[config.mk]
export PLATFORM = sky130hd
export DESIGN_NAME = tdcrs_regs
export DESIGN_NICKNAME = d
export VERILOG_FILES = /design/src/shared/tdcrs_pkg.sv /design/src/rtl/tdcrs_nvm_mem.sv /design/src/rtl/tdcrs_regs.sv
export SDC_FILE = /design/constraint.sdc
export NUM_CORES = 1
export LEC_CHECK = 0
export BUFFER_PORTS_ARGS = -buffer_cell sky130_fd_sc_hd__buf_2
export CORE_UTILIZATION = 33
export DETAILED_ROUTE_END_ITERATION = 10
export MAX_ROUTING_LAYER = met4
export PLACE_DENSITY_LB_ADDON = 0.12
export SKIP_LAST_GASP = 1
export SYNTH_ARGS = -nofsm -noshare
export SYNTH_HDL_FRONTEND = slang
export SYNTH_HIERARCHICAL = 1
export SYNTH_SLANG_ARGS = --single-unit
[constraint.sdc]
create_clock -name i_clk -period 6.8 [get_ports i_clk]
set_input_delay 0.68 -clock i_clk [delete_from_list [all_inputs] [get_ports i_clk]]
set_output_delay 0.68 -clock i_clk [all_outputs]
set_load 0.01 [all_outputs]
[src/shared/tdcrs_pkg.sv]
// Purpose: Shared constants and types of the result, status and NVM store block.
// Assumes: 100 MHz clock, one 32-bit word per result register.
// Notes: Register addresses are the read-opcode low nibble.
package tdcrs_pkg;

  // ****************************************
  // Register addresses
  // ****************************************
  localparam logic [3:0] ADDR_RES0 = 4'h0;
  localparam logic [3:0] ADDR_RES3 = 4'h3;
  localparam logic [3:0] ADDR_STATUS = 4'h4;
  localparam logic [3:0] ADDR_CFG1_HI = 4'h5;
  localparam logic [3:0] ADDR_FWR = 4'h8;

  // ****************************************
  // Command codes
  // ****************************************
  localparam logic [7:0] CMD_READ_BASE = 8'hb0;
  localparam logic [7:0] CMD_NVM_STORE = 8'hc0;
  localparam logic [7:0] CMD_NVM_RECALL = 8'hf0;
  localparam logic [7:0] CMD_NVM_COMPARE = 8'hc6;
  localparam logic [7:0] CMD_INIT = 8'h70;

  // ****************************************
  // Result formats
  // ****************************************
  localparam logic [31:0] RES_OVERFLOW = 32'h0fffffff;
  localparam logic [15:0] RES_FRAC_ZERO = 16'h0000;
  localparam int RES_FRAC_BITS = 16;

  // ****************************************
  // Status field positions
  // ****************************************
  localparam int ST_PTR_LSB = 0;
  localparam int ST_HIT1_LSB = 3;
  localparam int ST_HIT2_LSB = 6;
  localparam int ST_TDC_OVF = 9;
  localparam int ST_PRE_OVF = 10;
  localparam int ST_OPEN = 11;
  localparam int ST_SHORT = 12;
  localparam int ST_NVM_SEC = 13;
  localparam int ST_NVM_DED = 14;
  localparam int ST_NVM_EQ = 15;
  localparam logic [15:0] STATUS_RESET = 16'h0000;
  localparam logic [7:0] FWR_RESET = 8'h00;

  // ****************************************
  // NVM geometry and timing
  // ****************************************
  localparam int NVM_WORDS = 7;
  localparam int NVM_CODE_W = 39;
  localparam int NVM_OP_MS = 130;
  localparam int CLK_HZ = 100_000_000;
  localparam int NVM_OP_CYCLES = NVM_OP_MS * (CLK_HZ / 1000);

  // ****************************************
  // Types
  // ****************************************
  typedef enum logic [1:0] {MODE_SHORT, MODE_LONG, MODE_TEMP} tdcrs_mode_e;

  typedef struct packed {
    logic valid;
    tdcrs_mode_e mode;
    logic calibrated;
    logic overflow;
    logic [31:0] value;
  } tdcrs_result_s;

  typedef struct packed {
    logic tdc_ovf;
    logic pre_ovf;
    logic sensor_open;
    logic sensor_short;
    logic [2:0] hits1;
    logic [2:0] hits2;
  } tdcrs_meas_s;

endpackage : tdcrs_pkg

[src/rtl/tdcrs_nvm_mem.sv]
// Purpose: Seven-word store holding Hamming-protected words.
// Assumes: One access per cycle, synchronous write.
// Notes: Read data come out of a register.
`timescale 1ns/1ps
module tdcrs_nvm_mem #(
  parameter int WORDS = 7,
  parameter int WIDTH = 39
) (
  input wire logic i_clk, // Clock
  input wire logic i_ce, // Clock enable
  input wire logic i_we, // Write strobe
  input wire logic [2:0] i_addr, // Word index
  input wire logic [WIDTH-1:0] i_wdata, // Write data
  output logic [WIDTH-1:0] o_rdata // Registered read data
);
  logic [WIDTH-1:0] mem_ff [WORDS];

  always_ff @(posedge i_clk) begin
    if (i_ce) begin
      if (i_we) begin
        mem_ff[i_addr] <= i_wdata;
      end
      o_rdata <= mem_ff[i_addr];
    end
  end
endmodule : tdcrs_nvm_mem

[src/rtl/tdcrs_regs.sv]
// Purpose: Result, status and first-wave-ratio registers with protected NVM store.
// Assumes: Command port decoded outside; measurement engines feed results in.
// Notes: NVM contents leave the block only on the recall port, besides compare and status bits.
`timescale 1ns/1ps
module tdcrs_regs #(
  parameter int NVM_OP_CYCLES = tdcrs_pkg::NVM_OP_CYCLES
) (
  input wire logic i_clk, // Clock
  input wire logic i_rst_n, // Async reset, active low
  input wire logic i_ce, // Clock enable
  input wire logic i_cmd_valid, // Command byte strobe
  input wire logic [7:0] i_cmd, // Command byte
  input wire logic i_shift, // Advance serial read by one bit
  input wire tdcrs_pkg::tdcrs_result_s i_result, // New result from engine
  input wire tdcrs_pkg::tdcrs_meas_s i_meas, // Measurement status levels
  input wire logic [7:0] i_fwr, // First-wave ratio from front end
  input wire logic i_fwr_valid, // First-wave ratio strobe
  input wire logic [1:0] i_div_sel, // ref_clock_divider: 0=1,1=2,2=4
  input wire logic [31:0] i_cfg_word [7], // configuration_registers
  input wire logic [7:0] i_cfg1_hi, // Upper byte of config register 1
  output logic o_sdo, // Serial read data
  output logic [5:0] o_nbits, // Bits remaining in read
  output logic [15:0] o_status, // measurement_status
  output logic [7:0] o_fwr, // first_wave_ratio
  output logic o_nvm_busy, // Store operation running
  output logic o_nvm_done, // Store operation done, one cycle
  output logic o_recall_we, // Recall write strobe to config
  output logic [2:0] o_recall_idx, // Recall config word index
  output logic [31:0] o_recall_data, // Recall config word
  output logic [31:0] o_divider_factor // ref_clock_divider as factor
);

  // ****************************************
  // Hamming SECDED helpers
  // ****************************************
  function automatic logic [38:0] secded_enc(input logic [31:0] d);
    logic [38:0] c;
    int k;
    c = '0;
    k = 0;
    for (int p = 1; p < 39; p++) begin
      if ((p & (p - 1)) != 0) begin
        c[p-1] = d[k];
        k++;
      end
    end
    for (int b = 0; b < 6; b++) begin
      for (int p = 1; p < 39; p++) begin
        if (((p >> b) & 1) == 1 && p != (1 << b)) begin
          c[(1<<b)-1] = c[(1<<b)-1] ^ c[p-1];
        end
      end
    end
    c[38] = ^c[37:0];
    return c;
  endfunction : secded_enc

  function automatic logic [31:0] secded_data(input logic [38:0] c);
    logic [31:0] d;
    int k;
    d = '0;
    k = 0;
    for (int p = 1; p < 39; p++) begin
      if ((p & (p - 1)) != 0) begin
        d[k] = c[p-1];
        k++;
      end
    end
    return d;
  endfunction : secded_data

  // Returns {ded, sec, corrected data}
  function automatic logic [33:0] secded_dec(input logic [38:0] c);
    logic [5:0] syn;
    logic par;
    logic [38:0] fix;
    syn = '0;
    fix = c;
    for (int b = 0; b < 6; b++) begin
      for (int p = 1; p < 39; p++) begin
        if (((p >> b) & 1) == 1) begin
          syn[b] = syn[b] ^ c[p-1];
        end
      end
    end
    par = ^c;
    if (syn != 6'h00 && par && syn < 6'd39) begin
      fix[syn-1] = ~c[syn-1];
    end
    return {(syn != 6'h00) && !par, par, secded_data(fix)};
  endfunction : secded_dec

  // ****************************************
  // Result formatting
  // ****************************************
  logic [31:0] res_ff [4];
  logic [2:0] ptr_ff;
  logic [31:0] fmt;
  logic init_cmd;

  assign init_cmd = i_cmd_valid && i_cmd == tdcrs_pkg::CMD_INIT;

  always_comb begin
    fmt = i_result.value;
    unique case (i_result.mode)
      tdcrs_pkg::MODE_SHORT: begin
        if (i_result.calibrated && i_result.overflow) begin
          fmt = tdcrs_pkg::RES_OVERFLOW;
        end else if (!i_result.calibrated) begin
          fmt = {i_result.value[15:0], tdcrs_pkg::RES_FRAC_ZERO};
        end
      end
      // Long and temperature modes pass the engine value through unchanged
      tdcrs_pkg::MODE_LONG, tdcrs_pkg::MODE_TEMP: begin
        fmt = i_result.value;
      end
      default: fmt = i_result.value;
    endcase
  end

  always_ff @(posedge i_clk or negedge i_rst_n) begin
    if (!i_rst_n) begin
      for (int i = 0; i < 4; i++) res_ff[i] <= '0;
    end else if (i_ce && i_result.valid && ptr_ff < 3'd4) begin
      res_ff[ptr_ff[1:0]] <= fmt;
    end
  end

  always_ff @(posedge i_clk or negedge i_rst_n) begin
    if (!i_rst_n) begin
      ptr_ff <= '0;
    end else if (i_ce) begin
      if (init_cmd) begin
        ptr_ff <= '0;
      end else if (i_result.valid && ptr_ff < 3'd4) begin
        ptr_ff <= ptr_ff + 3'd1;
      end
    end
  end

  // Time per LSB is reference period times this factor
  always_ff @(posedge i_clk or negedge i_rst_n) begin
    if (!i_rst_n) begin
      o_divider_factor <= 32'h00000001;
    end else if (i_ce) begin
      o_divider_factor <= 32'h00000001 << i_div_sel[1:0];
    end
  end

  // ****************************************
  // Status and first-wave ratio
  // ****************************************
  logic nvm_sec_ff;
  logic nvm_ded_ff;
  logic nvm_eq_ff;

  always_ff @(posedge i_clk or negedge i_rst_n) begin
    if (!i_rst_n) begin
      o_status <= tdcrs_pkg::STATUS_RESET;
    end else if (i_ce) begin
      o_status[tdcrs_pkg::ST_PTR_LSB +: 3] <= ptr_ff;
      o_status[tdcrs_pkg::ST_HIT1_LSB +: 3] <= i_meas.hits1;
      o_status[tdcrs_pkg::ST_HIT2_LSB +: 3] <= i_meas.hits2;
      o_status[tdcrs_pkg::ST_TDC_OVF] <= i_meas.tdc_ovf;
      o_status[tdcrs_pkg::ST_PRE_OVF] <= i_meas.pre_ovf;
      o_status[tdcrs_pkg::ST_OPEN] <= i_meas.sensor_open;
      o_status[tdcrs_pkg::ST_SHORT] <= i_meas.sensor_short;
      o_status[tdcrs_pkg::ST_NVM_SEC] <= nvm_sec_ff;
      o_status[tdcrs_pkg::ST_NVM_DED] <= nvm_ded_ff;
      o_status[tdcrs_pkg::ST_NVM_EQ] <= nvm_eq_ff;
    end
  end

  always_ff @(posedge i_clk or negedge i_rst_n) begin
    if (!i_rst_n) begin
      o_fwr <= tdcrs_pkg::FWR_RESET;
    end else if (i_ce && i_fwr_valid) begin
      o_fwr <= i_fwr;
    end
  end

  // ****************************************
  // Serial read: MSB first, width by address
  // ****************************************
  logic [31:0] shreg_ff;
  logic rd_cmd;
  logic [3:0] rd_addr;

  assign rd_cmd = i_cmd_valid && i_cmd[7:4] == tdcrs_pkg::CMD_READ_BASE[7:4];
  assign rd_addr = {i_cmd[3], i_cmd[2:0]};

  always_ff @(posedge i_clk or negedge i_rst_n) begin
    if (!i_rst_n) begin
      shreg_ff <= '0;
      o_nbits <= '0;
      o_sdo <= 1'b0;
    end else if (i_ce) begin
      if (rd_cmd) begin
        // Only results, status, ratio and config byte; store words are unreachable
        if (rd_addr <= tdcrs_pkg::ADDR_RES3) begin
          shreg_ff <= res_ff[rd_addr[1:0]];
          o_nbits <= 6'd32;
        end else if (rd_addr == tdcrs_pkg::ADDR_STATUS) begin
          shreg_ff <= {o_status, 16'h0000};
          o_nbits <= 6'd16;
        end else if (rd_addr == tdcrs_pkg::ADDR_CFG1_HI) begin
          shreg_ff <= {i_cfg1_hi, 24'h000000};
          o_nbits <= 6'd8;
        end else if (rd_addr == tdcrs_pkg::ADDR_FWR) begin
          shreg_ff <= {o_fwr, 24'h000000};
          o_nbits <= 6'd8;
        end else begin
          shreg_ff <= '0;
          o_nbits <= '0;
        end
        o_sdo <= 1'b0;
      end else if (i_shift && o_nbits != 6'd0) begin
        o_sdo <= shreg_ff[31];
        shreg_ff <= {shreg_ff[30:0], 1'b0};
        o_nbits <= o_nbits - 6'd1;
      end
    end
  end

  // ****************************************
  // NVM operation sequencer
  // ****************************************
  typedef enum logic [2:0] {NS_IDLE, NS_RUN, NS_READ, NS_CHECK, NS_WAIT} tdcrs_nvm_e;
  tdcrs_nvm_e nvm_st_ff;
  logic [1:0] op_ff; // 0 store, 1 recall, 2 compare
  logic repair_ff;
  logic [2:0] idx_ff;
  logic [31:0] wait_ff;
  logic mem_we;
  logic [38:0] mem_wdata;
  logic [38:0] mem_rdata;
  logic [33:0] dec;
  logic mismatch_ff;

  assign dec = secded_dec(mem_rdata);
  // Rewrite the corrected word in the same CHECK cycle, while idx_ff still points at it
  assign mem_we = (nvm_st_ff == NS_RUN && op_ff == 2'd0) ||
                  (nvm_st_ff == NS_CHECK && dec[32] && !dec[33]);
  assign mem_wdata = (op_ff == 2'd0) ? secded_enc(i_cfg_word[idx_ff]) :
                     secded_enc(dec[31:0]);

  tdcrs_nvm_mem #(
    .WORDS(tdcrs_pkg::NVM_WORDS),
    .WIDTH(tdcrs_pkg::NVM_CODE_W)
  ) u_mem (
    .i_clk(i_clk),
    .i_ce(i_ce),
    .i_we(mem_we),
    .i_addr(idx_ff),
    .i_wdata(mem_wdata),
    .o_rdata(mem_rdata)
  );

  always_ff @(posedge i_clk or negedge i_rst_n) begin
    if (!i_rst_n) begin
      nvm_st_ff <= NS_IDLE;
      op_ff <= '0;
      repair_ff <= 1'b0;
      idx_ff <= '0;
      wait_ff <= '0;
      mismatch_ff <= 1'b0;
    end else if (i_ce) begin
      unique case (nvm_st_ff)
        NS_IDLE: begin
          idx_ff <= '0;
          repair_ff <= 1'b0;
          mismatch_ff <= 1'b0;
          if (i_cmd_valid) begin
            // Any other command code leaves the store untouched
            if (i_cmd == tdcrs_pkg::CMD_NVM_STORE) begin
              op_ff <= 2'd0;
              nvm_st_ff <= NS_RUN;
            end else if (i_cmd == tdcrs_pkg::CMD_NVM_RECALL) begin
              op_ff <= 2'd1;
              nvm_st_ff <= NS_READ;
            end else if (i_cmd == tdcrs_pkg::CMD_NVM_COMPARE) begin
              op_ff <= 2'd2;
              nvm_st_ff <= NS_READ;
            end
          end
        end
        NS_RUN: begin
          if (idx_ff == 3'(tdcrs_pkg::NVM_WORDS - 1)) begin
            nvm_st_ff <= NS_WAIT;
            wait_ff <= '0;
          end else begin
            idx_ff <= idx_ff + 3'd1;
          end
        end
        NS_READ: begin
          nvm_st_ff <= NS_CHECK;
        end
        NS_CHECK: begin
          if (dec[32] && !dec[33]) begin
            repair_ff <= 1'b1;
          end
          if (dec[31:0] != i_cfg_word[idx_ff]) begin
            mismatch_ff <= 1'b1;
          end
          if (idx_ff == 3'(tdcrs_pkg::NVM_WORDS - 1)) begin
            nvm_st_ff <= NS_WAIT;
            wait_ff <= '0;
          end else begin
            idx_ff <= idx_ff + 3'd1;
            nvm_st_ff <= NS_READ;
          end
        end
        NS_WAIT: begin
          if (wait_ff == 32'(NVM_OP_CYCLES - 1)) begin
            nvm_st_ff <= NS_IDLE;
          end else begin
            wait_ff <= wait_ff + 32'd1;
          end
        end
        default: nvm_st_ff <= NS_IDLE;
      endcase
    end
  end

  // Repair rewrites the word in the CHECK cycle using corrected data
  always_ff @(posedge i_clk or negedge i_rst_n) begin
    if (!i_rst_n) begin
      nvm_sec_ff <= 1'b0;
      nvm_ded_ff <= 1'b0;
    end else if (i_ce) begin
      if (nvm_st_ff == NS_IDLE && i_cmd_valid &&
          (i_cmd == tdcrs_pkg::CMD_NVM_RECALL || i_cmd == tdcrs_pkg::CMD_NVM_COMPARE)) begin
        nvm_sec_ff <= 1'b0;
        nvm_ded_ff <= 1'b0;
      end else if (nvm_st_ff == NS_CHECK) begin
        if (dec[32] && !dec[33]) nvm_sec_ff <= 1'b1;
        if (dec[33]) nvm_ded_ff <= 1'b1;
      end
    end
  end

  always_ff @(posedge i_clk or negedge i_rst_n) begin
    if (!i_rst_n) begin
      nvm_eq_ff <= 1'b0;
    end else if (i_ce && op_ff == 2'd2 && nvm_st_ff == NS_WAIT && wait_ff == '0) begin
      nvm_eq_ff <= !mismatch_ff;
    end
  end

  always_ff @(posedge i_clk or negedge i_rst_n) begin
    if (!i_rst_n) begin
      o_recall_we <= 1'b0;
      o_recall_idx <= '0;
      o_recall_data <= '0;
      o_nvm_busy <= 1'b0;
      o_nvm_done <= 1'b0;
    end else if (i_ce) begin
      o_recall_we <= nvm_st_ff == NS_CHECK && op_ff == 2'd1 && !dec[33];
      o_recall_idx <= idx_ff;
      o_recall_data <= dec[31:0];
      o_nvm_busy <= nvm_st_ff != NS_IDLE;
      o_nvm_done <= nvm_st_ff == NS_WAIT && wait_ff == 32'(NVM_OP_CYCLES - 1);
    end
  end

endmodule : tdcrs_regs

# Yosys cells after proc, flatten, opt, wreduce, memory -nomap -nowiden
# Memories as Yosys holds them, arrays and structs flattened. A register that Yosys moved wholly into a read port is not among the register bits.
# Cells that the tools add are included.
# Widths: inputs -> output; s select.
# totals
out_inout_bits,101
mem_count,1
inputBits,303
wordCells,448
regBits,308
ram_bits,273
# memory_table
memory,words,word_bits,rd,rd_clocked_by_memory_dff,write_ports,line_no,rtl
u_mem.mem_ff,7,39,1,1,1,tdcrs_nvm_mem.sv:16,logic [WIDTH-1:0] mem_ff [WORDS];
# classes
n_addsub,5
n_eq_ne,25
order_cmp,9
reduce_logical,59
shift,1
muxes,62
n_bitwise,262
# ops
cell,count
$mux 32,16
$xor 1x1->1,258
$bwmux 128,1
$bmux 32 s3,1
$reduce_xor 38->1,2
$bmux 32 s2,1
$demux 32 s2,1
$pmux 32 s2,1
$bwmux 39,1
$mux 39,1
$reduce_xor 39->1,1
$mux 38,1
$add 32x1->32 const B,1
$eq 32x24->1 const B,1
$ge 32x1->1 const B,1
$logic_not 32->1,1
$lt 32x7->1 const B,1
$ne 32x32->1,1
$shl 1x2->32 const A,1
$mux 3,10
$mux 6,5
$logic_and 1x1->1,25
$eq 8x8->1 const B,3
$reduce_bool 2->1,8
other kinds (42),80

# Logic depth before layout (Yosys ltp)
# depth
ltp_word,44
depth_mapped,24
ltp_nobuf,17

# Modules after synthesis
# The synthesis kept the hierarchy.
# by_module_without_submodules
module,n_inst,area_each_um2,seq_area_each_um2,cells_each
tdcrs_regs,1,19182.1,7008.0,2069
tdcrs_nvm_mem,1,11812.6,9369.0,625

# Worst setup path after synthesis
# No wires, ideal clock.
# synth_timing
path_kind,register to register
startpoint,register u_mem.o_rdata[30] (read register of u_mem.mem_ff)
endpoint,"memory u_mem.mem_ff[0][38], data pin"
slack_ns,1.541
t_required_ns,6.587
arrival_time_ns,5.047
path_buffers,2
setup_ns,0.213
synth_period_minus_slack_ns,5.259
path_stages_with_launch,19
path_cell_list,edfxtp_1 -> buf_2 -> xnor2_2 -> xnor3_1 -> xnor3_2 -> nand3b_1 -> a21o_1 -> and2_1 -> nand2b_1 -> or3_1 -> clkbuf_1 -> nand2b_1 -> a311o_1 -> a21oi_2 -> xor2_1 -> xnor2_1 -> xnor3_1 -> xnor3_1 -> a21oi_1
# synth_via
elab_chain_len,30
word_cells_on_any_way,116
classes_between,add/sub (1); order compare (3); mux (7); bitwise (99); reduce/logical (6)
# synth_rtl
item,line_no,rtl
from (decl),tdcrs_nvm_mem.sv:14,output logic [WIDTH-1:0] o_rdata
$xor 1x1->1 (4 in a row),tdcrs_regs.sv:82,syn[b] = syn[b] ^ c[p-1];
$sub 6x1->7,tdcrs_regs.sv:88,fix[syn-1] = ~c[syn-1];
$ge 32x1->1 (implied by the code) / $lt 32x7->1 (equally long branches),tdcrs_regs.sv:88,
$logic_and 1x1->1 (implied by the code),tdcrs_regs.sv:88,
$mux 1 (implied by the code),tdcrs_regs.sv:88,
$demux 1 s6,tdcrs_regs.sv:88,
$bwmux 39,tdcrs_regs.sv:88,
$mux 38 (*),tdcrs_regs.sv:87,if (syn != 6'h00 && par && syn < 6'd39) begin
$xor 1x1->1 (17 in a row),tdcrs_regs.sv:50,c[(1<<b)-1] = c[(1<<b)-1] ^ c[p-1];
$reduce_xor 38->1 (*),tdcrs_regs.sv:54,c[38] = ^c[37:0];
$mux 39 (*),tdcrs_regs.sv:244,assign mem_wdata = (op_ff == 2'd0) ? secded_enc(i_cfg_word[idx_ff]) :
named net mem_wdata[38],tdcrs_regs.sv:235,logic [38:0] mem_wdata;
to (decl),tdcrs_nvm_mem.sv:16,
# Mark *: on every way through the listed nets, which the timed path passes. The rest lies on a longest branch. The select of a mux whose other input is x is not followed.

# Worst setup path after layout
# layout_timing
startpoint,register u_mem.o_rdata[28] (read register of u_mem.mem_ff)
endpoint,"memory u_mem.mem_ff[6][7], data pin"
# layout_via
elab_chain_len,28
word_cells_on_any_way,48
classes_between,add/sub (1); order compare (3); mux (7); bitwise (32); reduce/logical (5)
# layout_rtl
item,line_no
$xor 1x1->1 (6 in a row),tdcrs_regs.sv:82
$sub 6x1->7,tdcrs_regs.sv:88
$ge 32x1->1 (implied by the code) / $lt 32x7->1 (equally long branches),tdcrs_regs.sv:88
$logic_and 1x1->1 (implied by the code),tdcrs_regs.sv:88
$mux 1 (implied by the code),tdcrs_regs.sv:88
$demux 1 s6,tdcrs_regs.sv:88
$bwmux 39,tdcrs_regs.sv:88
$mux 38 (*),tdcrs_regs.sv:87
$xor 1x1->1 (13 in a row),tdcrs_regs.sv:50
$xor 1x1->1 (*),tdcrs_regs.sv:50
$mux 39 (*),tdcrs_regs.sv:244
named net mem_wdata[7],tdcrs_regs.sv:235
# Marked as above.

==> out/qor.csv <==
metric;value;unit
multi-input logic area;0.0136;sq mm
Total Wirelength;110000;microns
most common cell in the synthesized netlist;nand2_1;
Avg Vias per Cell;5.29;
Data required, critical path;7.13;ns
crit path buf inv count;2;
Post-Syn Instances;2694;
post-synthesis cell type count;85;
crit-path most repeated cell;xnor2_1;
DRT iter0 DRCs;1976;
first-pass GRT wire length;158000;microns
Worst-path clk slew;0.06;ns
setup bufs post-CTS;0;
CTS tree;done;
Final Hold Vio Count;0;
clock skew;0.0404;ns
most frequent cells after synthesis;nand2_1, edfxtp_1, dfrtp_1;
grt total ovfl;0;
vias in the first global route;22555;
initial antenna violation count;19;
Sum Neg Setup Slack;0;ns
PortBufs;375;
wire per inst;25.1;microns
unrepaired setup endpoints after global routing;no;
CTS Buf Count;70;
Bufs on Longest Clock Path;3;
Slowest-stage cell, CP;xnor2_1;
crit path cell chain;xnor2_1 -> xnor3_1 -> xnor2_2 -> xnor2_1 -> mux4_2 -> inv_1 -> o211a_1 -> o21ai_1 -> o41ai_4 -> buf_12 -> mux2i_1 -> xnor2_1 -> xnor2_1 -> xnor2_1 -> xnor2_1 -> xnor2_1 -> a21oi_1;
Tcrit/Tclk final;0.944;
Die W;308;microns
sequential power share;0.240;
#FFs+latches synth;592;
dpl cells;4252;
TritonRoute pass-1 iters;7;
hold buffer count at cts;0;
Total GRT Usage;0.236;
syn avg cell area;11.5;sq um
fin crit period;6.42;ns
post-DP HPWL;80200;microns
status;finished clean;
register area;0.0164;sq mm
Worst Hold Class;input pin to asynchronous set/reset pin;
# fillers;9008;
gpl congestion;0.924;
Residual DRC;0;
critical path's largest stage delay;0.94;ns
initial core utilization;0.333;
register area share after synthesis;0.528;
routed via count;23161;
peak supply drop;2.14;mV
Final WS setup;0.382;ns
fin nets;3383;
# IOs;404;
Clk network pwr share;0.156;
Largest delay share family, worst path;XOR/XNOR gates;
final setup fails;0;
CP Capture Type;register;
pin count of the biggest net entering global routing;108;
pre-CTS setup slack;0.479;ns
crit start category;register;
fmax;156;MHz
ratio of cells with drive above 1 in the final layout;0.237;
total die area;0.0952;sq mm
CTS root buf;clkbuf_16;
Synth Flop Type;edfxtp_1;
Slew @ Worst Pin;1.26;ns
Slew Viols, Final;0;
cell area after synthesis;0.0310;sq mm
Worst Path Arrival;6.75;ns
Gate power share;0.604;
net switching power;10.6;mW
switching part of the total;0.462;
CTS-repair resized insts;0;
Syn-to-layout area delta;18.4;%
peak fanout along the critical path;52;
clock sink total;592;
core area;0.0932;sq mm
Static Leakage;14.1;nW
Yosys top cell area share;0.302;
maxcap violations;0;
post-synthesis async set-or-reset flop share;0.473;
Clock Latency Late Sink;0.64;ns
std cell rows;112;
Routed Antenna Nets;0;
Die Ht;308;microns
Synth area leader;edfxtp_1;
largest cells by area after synthesis;edfxtp_1, dfrtp_1, mux2i_1;
Yosys warning count;6;
Worst Setup Path Type;register to register;
CTS HTree Levels;3;
Post-synth EDFFs;312;
Slew headroom;0.154;
Post-Layout Cell Count;4377;
internal power;12.4;mW
pwr dens;627;mW/mm^2
==> stage by stage <==
step                hold slack, ns   util  instance area, sq um  power [mW]
floorplan                    0.384      -                 31100        14.9
global placement             0.456  0.370                 34500        19.3
detailed placement           0.465  0.370                 34500        19.3
CTS                          0.140  0.394                 36700        23.0
global route                 0.140  0.394                 36700        24.3
finish                       0.114  0.394                 36700        23.0
==> power by group through the flow <==
stage | Sequential (mW) | Clock, mW | Combinational [mW]
6_report | 5.52 | 3.59 | 13.9
5_1_grt | 5.60 | 3.82 | 14.9
4_1_cts | 5.53 | 3.68 | 13.8
3_5_place_dp | 5.59 | 0 | 13.7
3_3_place_gp | 5.54 | 0 | 13.8
2_1_floorplan | 5.40 | 0 | 9.54
==> routing by layer <==
layer / track usage / part of all wire / vias up
li1: - / - / 10581
met1: 0.334 / 0.47 / 11694
met2: 0.353 / 0.46 / 772
met3: 0.0398 / 0.059 / 114
met4: 0.0509 / 0.018 / 0
met5: - / 0 / -
==> layout by cell type (no fill, tap or decap), types with 14 or more instances in the layout <==
cell type	n
buf_2	373
nand2_1	336
edfxtp_1	312
dfrtp_1	276
o21ai_0	261
mux2i_1	175
xnor2_1	148
nor2_1	136
buf_4	118
a21oi_1	94
xor2_1	77
clkbuf_16	70
mux4_2	67
o211ai_1	47
mux2_2	41
o21ai_1	30
conb_1	28
o22ai_1	27
nand3_1	25
inv_1	24
a22oi_1	24
clkbuf_1	23
a21o_1	21
a32oi_1	20
nor3_1	19
a211oi_1	18
nor4_1	18
and2_1	17
a221oi_1	16
xnor3_1	14
o31ai_1	14
nor3b_1	14
==> area by class of cell <==
class / count / share of cell area
flip-flops and latches: 592 / 0.447
multi-input cells: 1884 / 0.370
repair buffers: 497 / 0.0782
clock buffers: 99 / 0.0523
well taps: 1254 / 0.0428
clock inverters: 23 / 0.00713
inverters: 25 / 0.00256
diodes: 3 / 0.000205
==> cell families after synthesis <==
group / share of synthesized area
muxes: 0.121
and+or+nand+nor: 0.0950
AOI/OAI and AO/OA: 0.131
buffers and inverters: 0.0398
xor gates and xnor gates: 0.0810
DFF: 0.528
adders and majority gates: 0.00404
other: 0.000121
==> path summary, 6_finish.rpt <==
path | start | endpoint | slack [ns] | cells past startpoint
worst max register to register | u_mem/o_rdata[28] | u_mem/mem_ff[6][7] | 0.38 | 17
max in group asynchronous | i_rst_n | shreg_ff[23] | 5.10 | 2
min in group i_clk | i_div_sel[1] | o_divider_factor[0] | 0.24 | 2
worst max-delay path | u_mem/o_rdata[28] | u_mem/mem_ff[6][7] | 0.38 | 17
worst min register to register | o_recall_data[15] | o_recall_data[15] | 0.47 | 2
worst min-delay path | i_rst_n | wait_ff[16] | 0.11 | 1
==> worst reg2reg max path: cells and delay by family, from the launching register on <==
family	cells	cell delay [ns]
xor+xnor	9	2.75
compound gates	4	1.32
mux	2	1.27
flops	1	0.53
buf+inv	2	0.26
==> flip-flops by register name, indices dropped and copies added, names as in the netlist, 3 cells and up <==
register and cells:
idx_ff 3, nvm_st_ff 3, o_divider_factor 4, o_fwr 8, o_nbits 6, o_recall_data 32
o_recall_idx 3, o_status 16, ptr_ff 3, res_ff 128, shreg_ff 32, u_mem/mem_ff 273
u_mem/o_rdata 39, wait_ff 32
No activity file was read; power rests on OpenSTA's default activity.
